`src/rtl/pvh_pkg.sv`:
```
// constants, types and register map of the peak and valley hold processor
// How it works
// - valley hold time of 999 s selects continuous detection, no timer expiry.
// - low restart input aborts the hold and restarts minimum detection at once.
// - advanced peak hold shows a found local maximum until a newer one appears.
// - a new local maximum search starts only after temperature drops below threshold.
// - temperature above the held value makes the output follow it directly.
// - maximum found while below threshold makes the output step to that maximum.
// - a maximum counts only after the temperature falls back by the hysteresis.
// - advanced valley hold is the mirror image of advanced peak hold.
// - advanced peak hold with averaging smooths the peak output by the average time.
// - advanced valley hold with averaging smooths the valley output the same way.
// - advanced modes and parameters are set only by the host port, not the panel.
// - basic valley hold tracks, holds the minimum 0.1 to 998.9 s, then tracks again.
// - averaging reaches 90 percent of a step after the average time.
package pvh_pkg;
    // ****************************************
    // widths and register map
    // ****************************************
    localparam int TEMP_W = 16;
    localparam int DATA_W = 32;
    localparam int ADDR_W = 8;
    localparam int HOLD_W = 14;
    localparam int ACC_FRAC = 16;
    localparam int FIFO_DEPTH = 32;
    localparam logic [ADDR_W-1:0] OFS_MODE = 8'h00;
    localparam logic [ADDR_W-1:0] OFS_HOLD = 8'h04;
    localparam logic [ADDR_W-1:0] OFS_THRESH = 8'h08;
    localparam logic [ADDR_W-1:0] OFS_HYST = 8'h0C;
    localparam logic [ADDR_W-1:0] OFS_AVG = 8'h10;
    localparam logic [ADDR_W-1:0] OFS_STATUS = 8'h14;
    localparam logic [ADDR_W-1:0] OFS_OUTPUT = 8'h18;
    localparam int STAT_HOLDING_BIT = 0;
    localparam int STAT_ARMED_BIT = 1;
    localparam int STAT_RESTART_BIT = 2;
    localparam int STAT_RESULT_BIT = 3;
    // ****************************************
    // reset values and hold time limits, in tenths of a second
    // ****************************************
    localparam logic [HOLD_W-1:0] RST_HOLD = 14'h0064;
    localparam logic [TEMP_W-1:0] RST_THRESH = 16'h0000;
    localparam logic [TEMP_W-1:0] RST_HYST = 16'h000A;
    localparam logic [TEMP_W-1:0] RST_AVG = 16'h0000;
    localparam logic [HOLD_W-1:0] HOLD_MIN = 14'h0001;
    localparam logic [HOLD_W-1:0] HOLD_CONT = 14'h2706;
    // ****************************************
    // timing
    // ****************************************
    localparam int CLK_PERIOD_NS = 100;
    localparam int TICK_TIME_NS = 100000000;
    localparam int TICK_CYCLES = TICK_TIME_NS / CLK_PERIOD_NS;
    // ****************************************
    // types
    // ****************************************
    typedef enum logic [2:0] {
        MODE_TRACK, MODE_VALLEY, MODE_APEAK, MODE_AVALLEY, MODE_APEAK_AVG, MODE_AVALLEY_AVG
    } pvh_mode_t;
    typedef enum logic {VH_TRACK, VH_HOLD} pvh_vh_state_t;
    typedef struct packed {
        logic [ADDR_W-1:0] addr;
        logic [DATA_W-1:0] wdata;
        logic wr;
        logic rd;
    } pvh_bus_t;
    typedef struct packed {
        pvh_mode_t mode;
        logic [HOLD_W-1:0] hold;
    } pvh_panel_t;
    typedef struct packed {
        pvh_mode_t mode;
        logic [HOLD_W-1:0] hold;
        logic signed [TEMP_W-1:0] thresh;
        logic [TEMP_W-1:0] hyst;
        logic [TEMP_W-1:0] avg;
    } pvh_cfg_t;
endpackage

```
`src/rtl/pvh_proc.sv`:
```
// peak and valley hold post-processing of object temperature samples
`timescale 1ns/1ps
module pvh_proc #(
    parameter int TICK_CYCLES = pvh_pkg::TICK_CYCLES
) (
    input wire logic mclk_i,
    input wire logic rst_n_i,
    input wire pvh_pkg::pvh_bus_t bus_i,
    output logic [pvh_pkg::DATA_W-1:0] rdata_o,
    input wire logic sample_valid_i,
    input wire logic [pvh_pkg::TEMP_W-1:0] sample_i,
    output logic sample_ready_o,
    output logic result_valid_o,
    output logic [pvh_pkg::TEMP_W-1:0] result_o,
    input wire logic result_ready_i,
    input wire logic ext_restart_n_i,
    input wire logic panel_wr_i,
    input wire pvh_pkg::pvh_panel_t panel_i,
    output logic panel_reject_o
);
    import pvh_pkg::*;

    localparam int TW = $clog2(TICK_CYCLES + 1);

    function automatic logic is_adv(input pvh_mode_t m);
        return m inside {MODE_APEAK, MODE_AVALLEY, MODE_APEAK_AVG, MODE_AVALLEY_AVG};
    endfunction

    function automatic logic is_inv(input pvh_mode_t m);
        return m inside {MODE_AVALLEY, MODE_AVALLEY_AVG};
    endfunction

    // advanced valley variants run the peak search on negated values
    function automatic logic signed [TEMP_W:0] orient(input logic signed [TEMP_W-1:0] v, input logic inv);
        logic signed [TEMP_W:0] e;
        e = {v[TEMP_W-1], v};
        return inv ? -e : e;
    endfunction

    function automatic logic [TEMP_W-1:0] hold_out(input pvh_mode_t m, input logic [TEMP_W-1:0] vh,
                                                   input logic signed [TEMP_W:0] pk);
        logic signed [TEMP_W:0] back;
        back = is_inv(m) ? -pk : pk;
        return (m == MODE_VALLEY) ? vh : back[TEMP_W-1:0];
    endfunction

    // shift k with exp(-n/2^k) near 0.1 after n ticks: 23 * 2^k <= 10 * n
    function automatic logic [4:0] avg_shift(input logic [TEMP_W-1:0] n);
        logic [4:0] k;
        k = 5'h00;
        for (int i = 1; i < 16; i++) begin
            if ((32'h17 << i) <= 32'(n) * 32'hA) begin
                k = 5'(i);
            end
        end
        return k;
    endfunction

    // ****************************************
    // state
    // ****************************************
    pvh_cfg_t cfg, next_cfg;
    logic [DATA_W-1:0] next_rdata;
    logic next_panel_reject;
    logic [TW-1:0] tick_cnt, next_tick_cnt;
    logic tick, next_tick;
    logic rs_meta, rs_sync;
    pvh_vh_state_t vh_state, next_vh_state;
    logic signed [TEMP_W-1:0] vh_held, next_vh_held;
    logic [HOLD_W-1:0] vh_timer, next_vh_timer;
    logic signed [TEMP_W:0] pk_held, next_pk_held, pk_cand, next_pk_cand;
    logic pk_armed, next_pk_armed;
    logic reseed, next_reseed;
    logic signed [DATA_W-1:0] acc, next_acc;
    logic [TEMP_W-1:0] next_result;
    logic next_result_valid;

    logic f_valid, f_ready, take;
    logic [TEMP_W-1:0] f_data;
    logic signed [TEMP_W:0] x, thr, cmax;
    logic signed [TEMP_W+1:0] drop;
    logic found;
    logic signed [DATA_W:0] diff;
    logic [TEMP_W-1:0] hv_now;
    logic [4:0] k;

    pvh_fifo #(.WIDTH(TEMP_W), .DEPTH(FIFO_DEPTH)) u_fifo (
        .mclk_i(mclk_i),
        .rst_n_i(rst_n_i),
        .in_valid_i(sample_valid_i),
        .in_data_i(sample_i),
        .in_ready_o(sample_ready_o),
        .out_valid_o(f_valid),
        .out_data_o(f_data),
        .out_ready_i(f_ready)
    );

    assign f_ready = !result_valid_o || result_ready_i;
    assign take = f_valid && f_ready;

    // ****************************************
    // register port and local panel
    // ****************************************
    always_comb begin
        next_cfg = cfg;
        next_rdata = '0;
        next_panel_reject = 1'b0;
        if (bus_i.wr) begin
            case (bus_i.addr)
                OFS_MODE: next_cfg.mode = pvh_mode_t'(bus_i.wdata[2:0]);
                OFS_HOLD: begin
                    if (bus_i.wdata[HOLD_W-1:0] < HOLD_MIN) begin
                        next_cfg.hold = HOLD_MIN;
                    end else if (bus_i.wdata[HOLD_W-1:0] > HOLD_CONT || bus_i.wdata[DATA_W-1:HOLD_W] != '0) begin
                        next_cfg.hold = HOLD_CONT;
                    end else begin
                        next_cfg.hold = bus_i.wdata[HOLD_W-1:0];
                    end
                end
                OFS_THRESH: next_cfg.thresh = bus_i.wdata[TEMP_W-1:0];
                OFS_HYST: next_cfg.hyst = bus_i.wdata[TEMP_W-1:0];
                OFS_AVG: next_cfg.avg = bus_i.wdata[TEMP_W-1:0];
                default: next_cfg = cfg;
            endcase
        end else if (panel_wr_i) begin
            // panel may only touch basic modes; host writes take priority
            if (is_adv(panel_i.mode) || is_adv(cfg.mode)) begin
                next_panel_reject = 1'b1;
            end else begin
                next_cfg.mode = panel_i.mode;
                next_cfg.hold = (panel_i.hold > HOLD_CONT) ? HOLD_CONT :
                                (panel_i.hold < HOLD_MIN) ? HOLD_MIN : panel_i.hold;
            end
        end
        if (bus_i.rd) begin
            case (bus_i.addr)
                OFS_MODE: next_rdata = DATA_W'(cfg.mode);
                OFS_HOLD: next_rdata = DATA_W'(cfg.hold);
                OFS_THRESH: next_rdata = DATA_W'(cfg.thresh);
                OFS_HYST: next_rdata = DATA_W'(cfg.hyst);
                OFS_AVG: next_rdata = DATA_W'(cfg.avg);
                OFS_STATUS: begin
                    next_rdata[STAT_HOLDING_BIT] = (vh_state == VH_HOLD);
                    next_rdata[STAT_ARMED_BIT] = pk_armed;
                    next_rdata[STAT_RESTART_BIT] = !rs_sync;
                    next_rdata[STAT_RESULT_BIT] = result_valid_o;
                end
                OFS_OUTPUT: next_rdata = DATA_W'(result_o);
                default: next_rdata = '0;
            endcase
        end
    end

    // ****************************************
    // tenth-second tick
    // ****************************************
    always_comb begin
        next_tick = (tick_cnt == TW'(TICK_CYCLES - 1));
        next_tick_cnt = next_tick ? '0 : tick_cnt + 1'b1;
    end

    // ****************************************
    // hold and averaging engine
    // ****************************************
    always_comb begin
        x = orient(f_data, is_inv(cfg.mode));
        thr = orient(cfg.thresh, is_inv(cfg.mode));
        cmax = (x > pk_cand) ? x : pk_cand;
        drop = {cmax[TEMP_W], cmax} - {x[TEMP_W], x};
        found = pk_armed && (drop >= $signed({2'b00, cfg.hyst}));
        hv_now = hold_out(cfg.mode, vh_held, pk_held);
        k = avg_shift(cfg.avg);
        diff = {hv_now[TEMP_W-1], hv_now, 16'h0000} - {acc[DATA_W-1], acc};
        next_vh_state = vh_state;
        next_vh_held = vh_held;
        next_vh_timer = vh_timer;
        next_pk_held = pk_held;
        next_pk_cand = pk_cand;
        next_pk_armed = pk_armed;
        next_reseed = reseed;
        next_acc = acc;
        next_result = result_o;
        next_result_valid = result_valid_o && !result_ready_i;
        // basic valley timer, 999 s never expires
        if (vh_state == VH_HOLD && tick && cfg.hold != HOLD_CONT) begin
            if (vh_timer + 1'b1 >= cfg.hold) begin
                next_vh_state = VH_TRACK;
                next_vh_timer = '0;
                // forget the old minimum so the next sample is tracked, not compared
                next_vh_held = 16'sh7FFF;
            end else begin
                next_vh_timer = vh_timer + 1'b1;
            end
        end
        if (tick && (cfg.mode == MODE_APEAK_AVG || cfg.mode == MODE_AVALLEY_AVG)) begin
            next_acc = acc + DATA_W'(diff >>> k);
        end
        if (take) begin
            next_reseed = 1'b0;
            if (reseed) begin
                next_vh_state = VH_TRACK;
                next_vh_timer = '0;
                next_vh_held = f_data;
                next_pk_held = x;
                next_pk_cand = x;
                next_pk_armed = 1'b1;
            end else begin
                if (next_vh_state == VH_TRACK) begin
                    if ($signed(f_data) > vh_held) begin
                        next_vh_state = VH_HOLD;
                        next_vh_timer = '0;
                    end else begin
                        next_vh_held = f_data;
                    end
                end else if ($signed(f_data) < vh_held) begin
                    next_vh_held = f_data;
                    next_vh_timer = '0;
                end
                next_pk_cand = cmax;
                if (x > pk_held) begin
                    next_pk_held = x;
                end
                if (found) begin
                    if (x < thr) begin
                        next_pk_held = cmax;
                    end
                    next_pk_armed = 1'b0;
                    next_pk_cand = x;
                end else if (!pk_armed && x < thr) begin
                    next_pk_armed = 1'b1;
                    next_pk_cand = x;
                end
            end
            if (reseed && (cfg.mode == MODE_APEAK_AVG || cfg.mode == MODE_AVALLEY_AVG)) begin
                next_acc = {f_data, 16'h0000};
            end
            case (cfg.mode)
                MODE_TRACK: next_result = f_data;
                MODE_APEAK_AVG, MODE_AVALLEY_AVG: next_result = reseed ? f_data : acc[DATA_W-1:ACC_FRAC];
                default: next_result = hold_out(cfg.mode, next_vh_held, next_pk_held);
            endcase
            next_result_valid = 1'b1;
        end
        // a mode write beats a sample taken in the same cycle
        if (bus_i.wr && bus_i.addr == OFS_MODE) begin
            next_reseed = 1'b1;
        end
        // restart input aborts the hold immediately; next sample reseeds
        if (!rs_sync) begin
            next_vh_state = VH_TRACK;
            next_vh_timer = '0;
            next_reseed = 1'b1;
        end
    end

    // ****************************************
    // registers
    // ****************************************
    always_ff @(posedge mclk_i) begin
        if (!rst_n_i) begin
            cfg <= '{MODE_TRACK, RST_HOLD, RST_THRESH, RST_HYST, RST_AVG};
            rdata_o <= '0;
            panel_reject_o <= 1'b0;
            tick_cnt <= '0;
            tick <= 1'b0;
            rs_meta <= 1'b1;
            rs_sync <= 1'b1;
            vh_state <= VH_TRACK;
            vh_held <= '0;
            vh_timer <= '0;
            pk_held <= '0;
            pk_cand <= '0;
            pk_armed <= 1'b0;
            reseed <= 1'b1;
            acc <= '0;
            result_o <= '0;
            result_valid_o <= 1'b0;
        end else begin
            cfg <= next_cfg;
            rdata_o <= next_rdata;
            panel_reject_o <= next_panel_reject;
            tick_cnt <= next_tick_cnt;
            tick <= next_tick;
            rs_meta <= ext_restart_n_i;
            rs_sync <= rs_meta;
            vh_state <= next_vh_state;
            vh_held <= next_vh_held;
            vh_timer <= next_vh_timer;
            pk_held <= next_pk_held;
            pk_cand <= next_pk_cand;
            pk_armed <= next_pk_armed;
            reseed <= next_reseed;
            acc <= next_acc;
            result_o <= next_result;
            result_valid_o <= next_result_valid;
        end
    end

    // ****************************************
    // checks
    // ****************************************
    logic adv_take;
    assign adv_take = take && is_adv(cfg.mode) && !reseed;

    cont_no_expire_a: assert property (@(posedge mclk_i) disable iff (!rst_n_i)
        vh_state == VH_HOLD && cfg.hold == HOLD_CONT && rs_sync && !reseed |=> vh_state == VH_HOLD)
        else $error("continuous valley hold expired");
    restart_abort_a: assert property (@(posedge mclk_i) disable iff (!rst_n_i)
        !rs_sync |=> vh_state == VH_TRACK && vh_timer == '0 && reseed)
        else $error("restart did not abort the hold");
    peak_follow_a: assert property (@(posedge mclk_i) disable iff (!rst_n_i)
        adv_take |=> pk_held >= $past(x))
        else $error("held value below a newer higher sample");
    rearm_gate_a: assert property (@(posedge mclk_i) disable iff (!rst_n_i)
        adv_take && !pk_armed && x >= thr |=> !pk_armed)
        else $error("search restarted above threshold");
    hyst_gate_a: assert property (@(posedge mclk_i) disable iff (!rst_n_i)
        adv_take && pk_armed && drop < $signed({2'b00, cfg.hyst}) |=> pk_armed && pk_cand == $past(cmax))
        else $error("maximum accepted inside hysteresis");
    step_down_a: assert property (@(posedge mclk_i) disable iff (!rst_n_i)
        adv_take && found && x < thr ##1 !take |=> pk_held == $past(cmax, 2))
        else $error("output did not step to the found maximum");
    timer_expire_a: assert property (@(posedge mclk_i) disable iff (!rst_n_i)
        vh_state == VH_HOLD && tick && cfg.hold != HOLD_CONT && vh_timer + 1'b1 >= cfg.hold
        && !take && rs_sync |=> vh_state == VH_TRACK)
        else $error("valley hold outlived the hold time");
    panel_lock_a: assert property (@(posedge mclk_i) disable iff (!rst_n_i)
        panel_wr_i && !bus_i.wr && is_adv(panel_i.mode) |=> panel_reject_o && cfg.mode == $past(cfg.mode))
        else $error("panel changed an advanced mode");
    reset_clear_a: assert property (@(posedge mclk_i)
        $rose(rst_n_i) |-> vh_state == VH_TRACK && vh_timer == '0 && reseed && !result_valid_o)
        else $error("reset left hold state behind");
endmodule

```
`src/rtl/pvh_fifo.sv`:
```
// sample buffer with valid and ready on both sides
`timescale 1ns/1ps
module pvh_fifo #(
    parameter int WIDTH = 16,
    parameter int DEPTH = 32
) (
    input wire logic mclk_i,
    input wire logic rst_n_i,
    input wire logic in_valid_i,
    input wire logic [WIDTH-1:0] in_data_i,
    output logic in_ready_o,
    output logic out_valid_o,
    output logic [WIDTH-1:0] out_data_o,
    input wire logic out_ready_i
);
    localparam int AW = $clog2(DEPTH);
    logic [WIDTH-1:0] mem [DEPTH];
    logic [AW-1:0] wp, next_wp, rp, next_rp;
    logic [AW:0] count, next_count;
    logic next_in_ready;
    logic push, pop;

    assign push = in_valid_i && in_ready_o;
    assign pop = out_valid_o && out_ready_i;
    assign out_valid_o = (count != '0);
    assign out_data_o = mem[rp];

    always_comb begin
        next_wp = push ? wp + 1'b1 : wp;
        next_rp = pop ? rp + 1'b1 : rp;
        next_count = count + (AW+1)'(push) - (AW+1)'(pop);
        // registered so the source sees a flop, not the pointer arithmetic
        next_in_ready = (next_count != (AW+1)'(DEPTH));
    end

    always_ff @(posedge mclk_i) begin
        if (!rst_n_i) begin
            wp <= '0;
            rp <= '0;
            count <= '0;
            in_ready_o <= 1'b0;
        end else begin
            wp <= next_wp;
            rp <= next_rp;
            count <= next_count;
            in_ready_o <= next_in_ready;
        end
    end

    always_ff @(posedge mclk_i) begin
        if (push) begin
            mem[wp] <= in_data_i;
        end
    end
endmodule

```
`config.mk`:
```
export PLATFORM = sky130hd
export DESIGN_NAME = pvh_proc
export DESIGN_NICKNAME = d
export VERILOG_FILES = /design/src/rtl/pvh_pkg.sv /design/src/rtl/pvh_proc.sv /design/src/rtl/pvh_fifo.sv
export SDC_FILE = /design/constraint.sdc
export NUM_CORES = 2
export LEC_CHECK = 0
export BUFFER_PORTS_ARGS = -buffer_cell sky130_fd_sc_hd__buf_2
export CORE_MARGIN = 2
export CORE_UTILIZATION = 45
export DETAILED_ROUTE_END_ITERATION = 8
export PLACE_DENSITY_LB_ADDON = 0.12
export SYNTH_ARGS = -nofsm -noshare
export SYNTH_HDL_FRONTEND = slang
export SYNTH_SLANG_ARGS = --single-unit
```
`constraint.sdc`:
```
create_clock -name mclk_i -period 12.91 [get_ports mclk_i]
set_clock_uncertainty 0.15 [all_clocks]
set_input_delay 1.9365 -clock mclk_i [delete_from_list [all_inputs] [get_ports mclk_i]]
set_output_delay 1.9365 -clock mclk_i [all_outputs]
set_load 0.05 [all_outputs]
```
# ---- After elaboration in Yosys (flattened, before gate mapping)
# Memories as Yosys holds them, arrays and structs flattened. A register that Yosys moved wholly into a read port is not among the register bits.
# Index checks and enable logic that the tools add are counted.
dict set report op_classes {
  n_reduce_logical 39
  n_mux 75
  shifts 1
  div_mod_pow 0
  n_lt_le_gt_ge 26
  eq_ne 21
  bitwise 3
  mul 1
  addsub 13
}
# cell count
set ops {}
lappend ops {{$mux W17} 14}
lappend ops {{$mux W16} 12}
lappend ops {{$mux W14} 12}
lappend ops {{$pmux W28 S5} 1}
lappend ops {{$mux W32} 3}
lappend ops {{$mux W5} 16}
lappend ops {{$gt A17 B17 Y1} 2}
lappend ops {{$neg A16 Y17} 2}
lappend ops {{$sshr A33 B5 Y32} 1}
lappend ops {{$sub A32 B32 Y33} 1}
lappend ops {{$add A32 B32 Y32} 1}
lappend ops {{$neg A16 Y16} 2}
lappend ops {{$pmux W16 S2} 1}
lappend ops {{$gt A14 B14 Y1 const B} 2}
lappend ops {{$lt A14 B1 Y1 const B} 2}
lappend ops {{$pmux W4 S7} 1}
lappend ops {{$eq A8 B5 Y1 const B} 3}
lappend ops {{$add A20 B1 Y20 const B} 1}
lappend ops {{$eq A20 B20 Y1 const B} 1}
lappend ops {{$le A10 B20 Y1 const A} 1}
lappend ops {{$le A11 B20 Y1 const A} 1}
lappend ops {{$le A12 B20 Y1 const A} 1}
lappend ops {{$le A13 B20 Y1 const A} 1}
lappend ops {{$le A14 B20 Y1 const A} 1}
lappend ops {{47 further kinds} 96}
dict set report totals {
  rom_bits 0
  latch_bits 0
  mem_bits_rw 512
  inputBits 81
  memories 1
  out_inout_bits 51
  register_bits 254
}
# memory depth word_bits rd rd_ports_with_merged_regs write_ports line
set mem_list {}
lappend mem_list {u_fifo.mem 32 16 1 1 1 pvh_fifo.sv:17} ;# logic [WIDTH-1:0] mem [DEPTH];

# ---- Longest topological paths before layout
dict set report depth {
  word_depth 22
  depth_mapped 53
  mapped_depth_nobuf 44
}

# ---- Modules after synthesis
# Synthesis repeated with hierarchy kept, for this count alone.
dict set report unflattened {
  cells_unflattened 3876
  area_unflattened_um2 41551.1
}
# module cells_per_inst instances area_each_um2
set by_module_without_submodules {}
lappend by_module_without_submodules {pvh_proc 2795 1 20799.9}
lappend by_module_without_submodules {pvh_fifo 1081 1 20751.2}

# ---- Worst setup path before layout
# OpenSTA, ideal clock, no wires.
dict set report synth_path {
  path_kind {reg-to-reg}
  start {register with a tool-made name}
  end {register result_o[15] in the netlist's numbering}
  path_buffers 8
  setup_ns 0.116
  stages_incl_launch_ff 45
  arrival_ns 10.391
  slack_ns 2.253
  cell_sequence {dfxtp_1 buf_2 buf_4 clkbuf_1 clkbuf_1 mux4_2 mux4_2 mux2i_1 inv_1 xnor2_1 inv_1 ha_1 nand4_1 nor2_1 o21ai_0 a2111oi_0 nor3_1 a41o_1 [9 not listed] o21bai_1 a21o_1 a21o_1 a21oi_1 xnor2_1 ha_1 o21a_1 a21oi_1 a32oi_1 a211oi_1 nor3_1 or2_0 buf_2 a222oi_1 a41oi_1 a211oi_2 o32ai_1 a41o_1}
}
# element line
set synth_rtl {}
lappend synth_rtl {{end signal, assigned} pvh_proc.sv:294} ;# result_o <= next_result;
lappend synth_rtl {{end, declared} pvh_proc.sv:14} ;# output logic [pvh_pkg::TEMP_W-1:0] result_o,

==> results.md <==
* Outcome: complete, no violations
* Setup CP Type: flop to flop
* Htree depth at 3
* Number of port buffers at 131
* Slowest cell on crit path: dfxtp_4
* HPWL after DPL at ~90000 um
* Row cnt at around 110
* Largest delay share family, worst path: compound AO/OA/AOI/OAI gates
* Placer Congestion at ~0.97
* Setup ws final at between 1 and 1.5 ns
* Final Max Slew Viols at 0
* Pwr Total at 10.8 mW
* DR pass1 iterations at 7
* Worst Tran Pin Value at about 1.0 ns
* Min cycle time layout at 11.73 ns
* Global-route usage over all layers at 26.5%
* Post-synthesis async set-or-reset flop share at 0%
* Flops & latches, synth at ~760
* RSZ-0062 raised after global routing: false
* Core Area at 92900 um^2
* Post-synthesis adder-cell area fraction at 6.39%
* Sequential share of the synthesized area at approximately half
* WP buf/inv at 5
* CTS Sinks at about 760
* Critical path's largest stage delay at roughly 0.74 ns
* Setup tns final at 0 ns
* Placed instance area at ~44000 um^2
* Final period util at 90.9%
* Die footprint at between 90000 and 100000 um^2
* CTS clk-pin slew, worst paths at 0.06 ns
* Crit path launch type: flop
* Number of synthesized flops with an enable pin at just over 500
* Peak supply drop at between 0.15 and 0.2 mV
* Simple-Gate Fraction of Synth Area at around an eighth
* Cell mode on critical path: ha_1
* Maximum buffer depth of the clock tree at 3
* CP endpoint kind: flop
* Worst endpoint required time at about 13 ns
* Largest net degree at the start of global routing at between 60 and 70
* TritonCTS clock tree: yes
* Antenna violations before repair at 3
* Hold WC Path Type: flop to flop
* Crit path DAT at roughly 12 ns
* Distinct cells, synth at approximately 100
* WL per Instance at 24.0 um
* Pwr Density at 230 nW/um^2
* Xor/xnor share of the synthesized area at under 10%
* Starting DRC count in detailed routing at just over 3000
* Area Overhead vs Synth at 11.6%
* CTS Root Cell: clkbuf_16
* Fmax at roughly 85 MHz
* First-pass GRT wire length at 191000 um
* I/O pin total at between 100 and 150
* Final instance area at ~47000 um^2
* Number of global-route vias before repair at ~30000
* Die X at roughly 310 um
* DRC at 0
* Worst slew margin at around 30%
* Leak at between 15 and 20 nW
* Clk Latency, worst-skew pair at slightly below 0.7 ns
* Hold_buf cts at 0
* Total Wirelength at ~130000 um
* Die height at 310 um
* Combinational family with the most area after synthesis: compound AO/OA/AOI/OAI gates
* Vias per cell at approximately 5.9
* Mux share of post-synthesis cell area at around a tenth
* Congestion Overflow GR at 0
* DRT antenna net count at 0
* Nets at 4327
* Final Core Density at roughly 50%
* Crit Path Max Fanout at 33
* Share of layout cells above drive strength 1 at a little over an eighth
* Hold Path Origin: rs_meta$_SDFF_PN1_
* Mapped Area at about 42000 um^2
* Mean area per synthesized cell at about 11 um^2
* Top FF cell, synth: edfxtp_1
* Synthesized Nets at roughly 4200
* Max Cap Viol at 0
* Final Hold Fails at 0
* Ys Warns at 0
* Setup violators final at 0
* Post-synthesis cell count at 3927
* Total CTS buffers at about 80
* Placement Setup Slack at ~0.84 ns
* Initial core utilization at 45.2%
* Compound-cell area share of the yosys netlist at 16.0%
* DR vias at approximately 32000
where the power goes:
part           internal [mW]  switching (mW)
Combinational           2.12            3.30
Sequential              2.72           0.197
Clock                   1.43            1.03
final timing paths:
check / endpoint / slack [ns] / depth (start not counted)
hold / removal: rs_sync$_SDFF_PN1_ / 0.28 / 1
setup / recovery: result_o[10]$_SDFFE_PN0P_ / 1.18 / 43
setup reg to reg: result_o[10]$_SDFFE_PN0P_ / 1.18 / 43
hold reg to reg: rs_sync$_SDFF_PN1_ / 0.28 / 1
state kept, by name, summed over array words and instances (netlist names), 16 cells and up, named ones only:
| name | flops |
|---|---|
| vh_held | 16 |
| pk_held | 17 |
| cfg | 65 |
| result_o | 16 |
| tick_cnt | 20 |
| u_fifo.mem | 512 |
| pk_cand | 17 |
| acc | 32 |
| rdata_o | 17 |
Yosys cell counts, drive strengths merged (15+ instances only):
| library cell | number | area [um^2] |
|---|---|---|
| or3 | 18 | 113 |
| o21a | 42 | 315 |
| mux4 | 77 | 1750 |
| nor3 | 73 | 380 |
| nor4 | 28 | 211 |
| nand2 | 330 | 1240 |
| ha | 208 | 2600 |
| xor2 | 66 | 578 |
| a211oi | 79 | 623 |
| nand3 | 94 | 508 |
| inv | 183 | 687 |
| clkbuf | 137 | 514 |
| o31ai | 17 | 128 |
| a221oi | 47 | 449 |
| nor2 | 337 | 1260 |
| nand3b | 15 | 113 |
| o211ai | 25 | 188 |
| xnor2 | 96 | 841 |
| nand2b | 28 | 175 |
| buf | 70 | 556 |
| nand4 | 37 | 246 |
| a21o | 46 | 345 |
| edfxtp | 512 | 15400 |
| mux2 | 31 | 353 |
| dfxtp | 244 | 4880 |
| nor2b | 33 | 206 |
| and2 | 23 | 146 |
| a31oi | 38 | 244 |
| o21ai | 195 | 976 |
| a21oi | 293 | 1470 |
| a22oi | 61 | 463 |
| and3 | 40 | 251 |
| mux2i | 184 | 1840 |
cell type report:
cell class / count / area, um^2
clock inverter: 41 / 596
tap: 1254 / 1570
multi-input combinational: 2779 / 20100
fill: 8420 / 46000
sequential: 756 / 20300
inverter: 185 / 697
clock buffer: 105 / 2210
timing repair buffer: 230 / 1410
antenna: 3 / 7.51
logic make-up after synthesis:
kind of cell	Yosys count
mux	292
fa+ha+maj	212
buf+inv	392
xor+xnor	162
compound gates	1009
flops	756
simple gates	1104
cell usage in the layout, fill, tap and decap left out, types with 24 or more instances in the layout:
cell	instances
edfxtp_1	512
nand2_1	329
nor2_1	310
a21oi_1	291
dfxtp_1	241
ha_1	208
o21ai_0	189
mux2i_1	184
inv_1	176
buf_2	131
buf_4	98
xnor2_1	96
nand3_1	88
clkbuf_16	82
a211oi_1	76
mux4_2	72
nor3_1	68
xor2_1	66
a22oi_1	60
a21o_1	46
o21a_1	42
a221oi_1	41
and3_1	39
a31oi_1	37
nand4_1	36
nor2b_1	32
mux2_2	30
nand2b_1	28
o211ai_1	25
nor4_1	24
through the flow:
stage / instances / hold slack (ns)
finish: 5353 / 0.282
global route: 5353 / 0.308
CTS: 5349 / 0.286
detailed placement: 5203 / 0.262
global placement: 5203 / 0.248
floorplan: 3927 / 0.236
per-layer routing:
metal	up-vias	track usage (%)	routed length, um
met3	248	3.54	7140
met2	1060	43.9	60900
met4	0	9.65	4490
li1	15000	-	-
met1	15600	35.7	56200
met5	-	0	0
what timing repair did:
| item | 4_1_cts | 5_1_grt |
|---|---|---|
| setup buffers | 0 | 1 |
| gates resized for setup | 0 | 1 |
| setup endpoints to repair | 0 | 8 |
(Power assumes the default switching activity.)
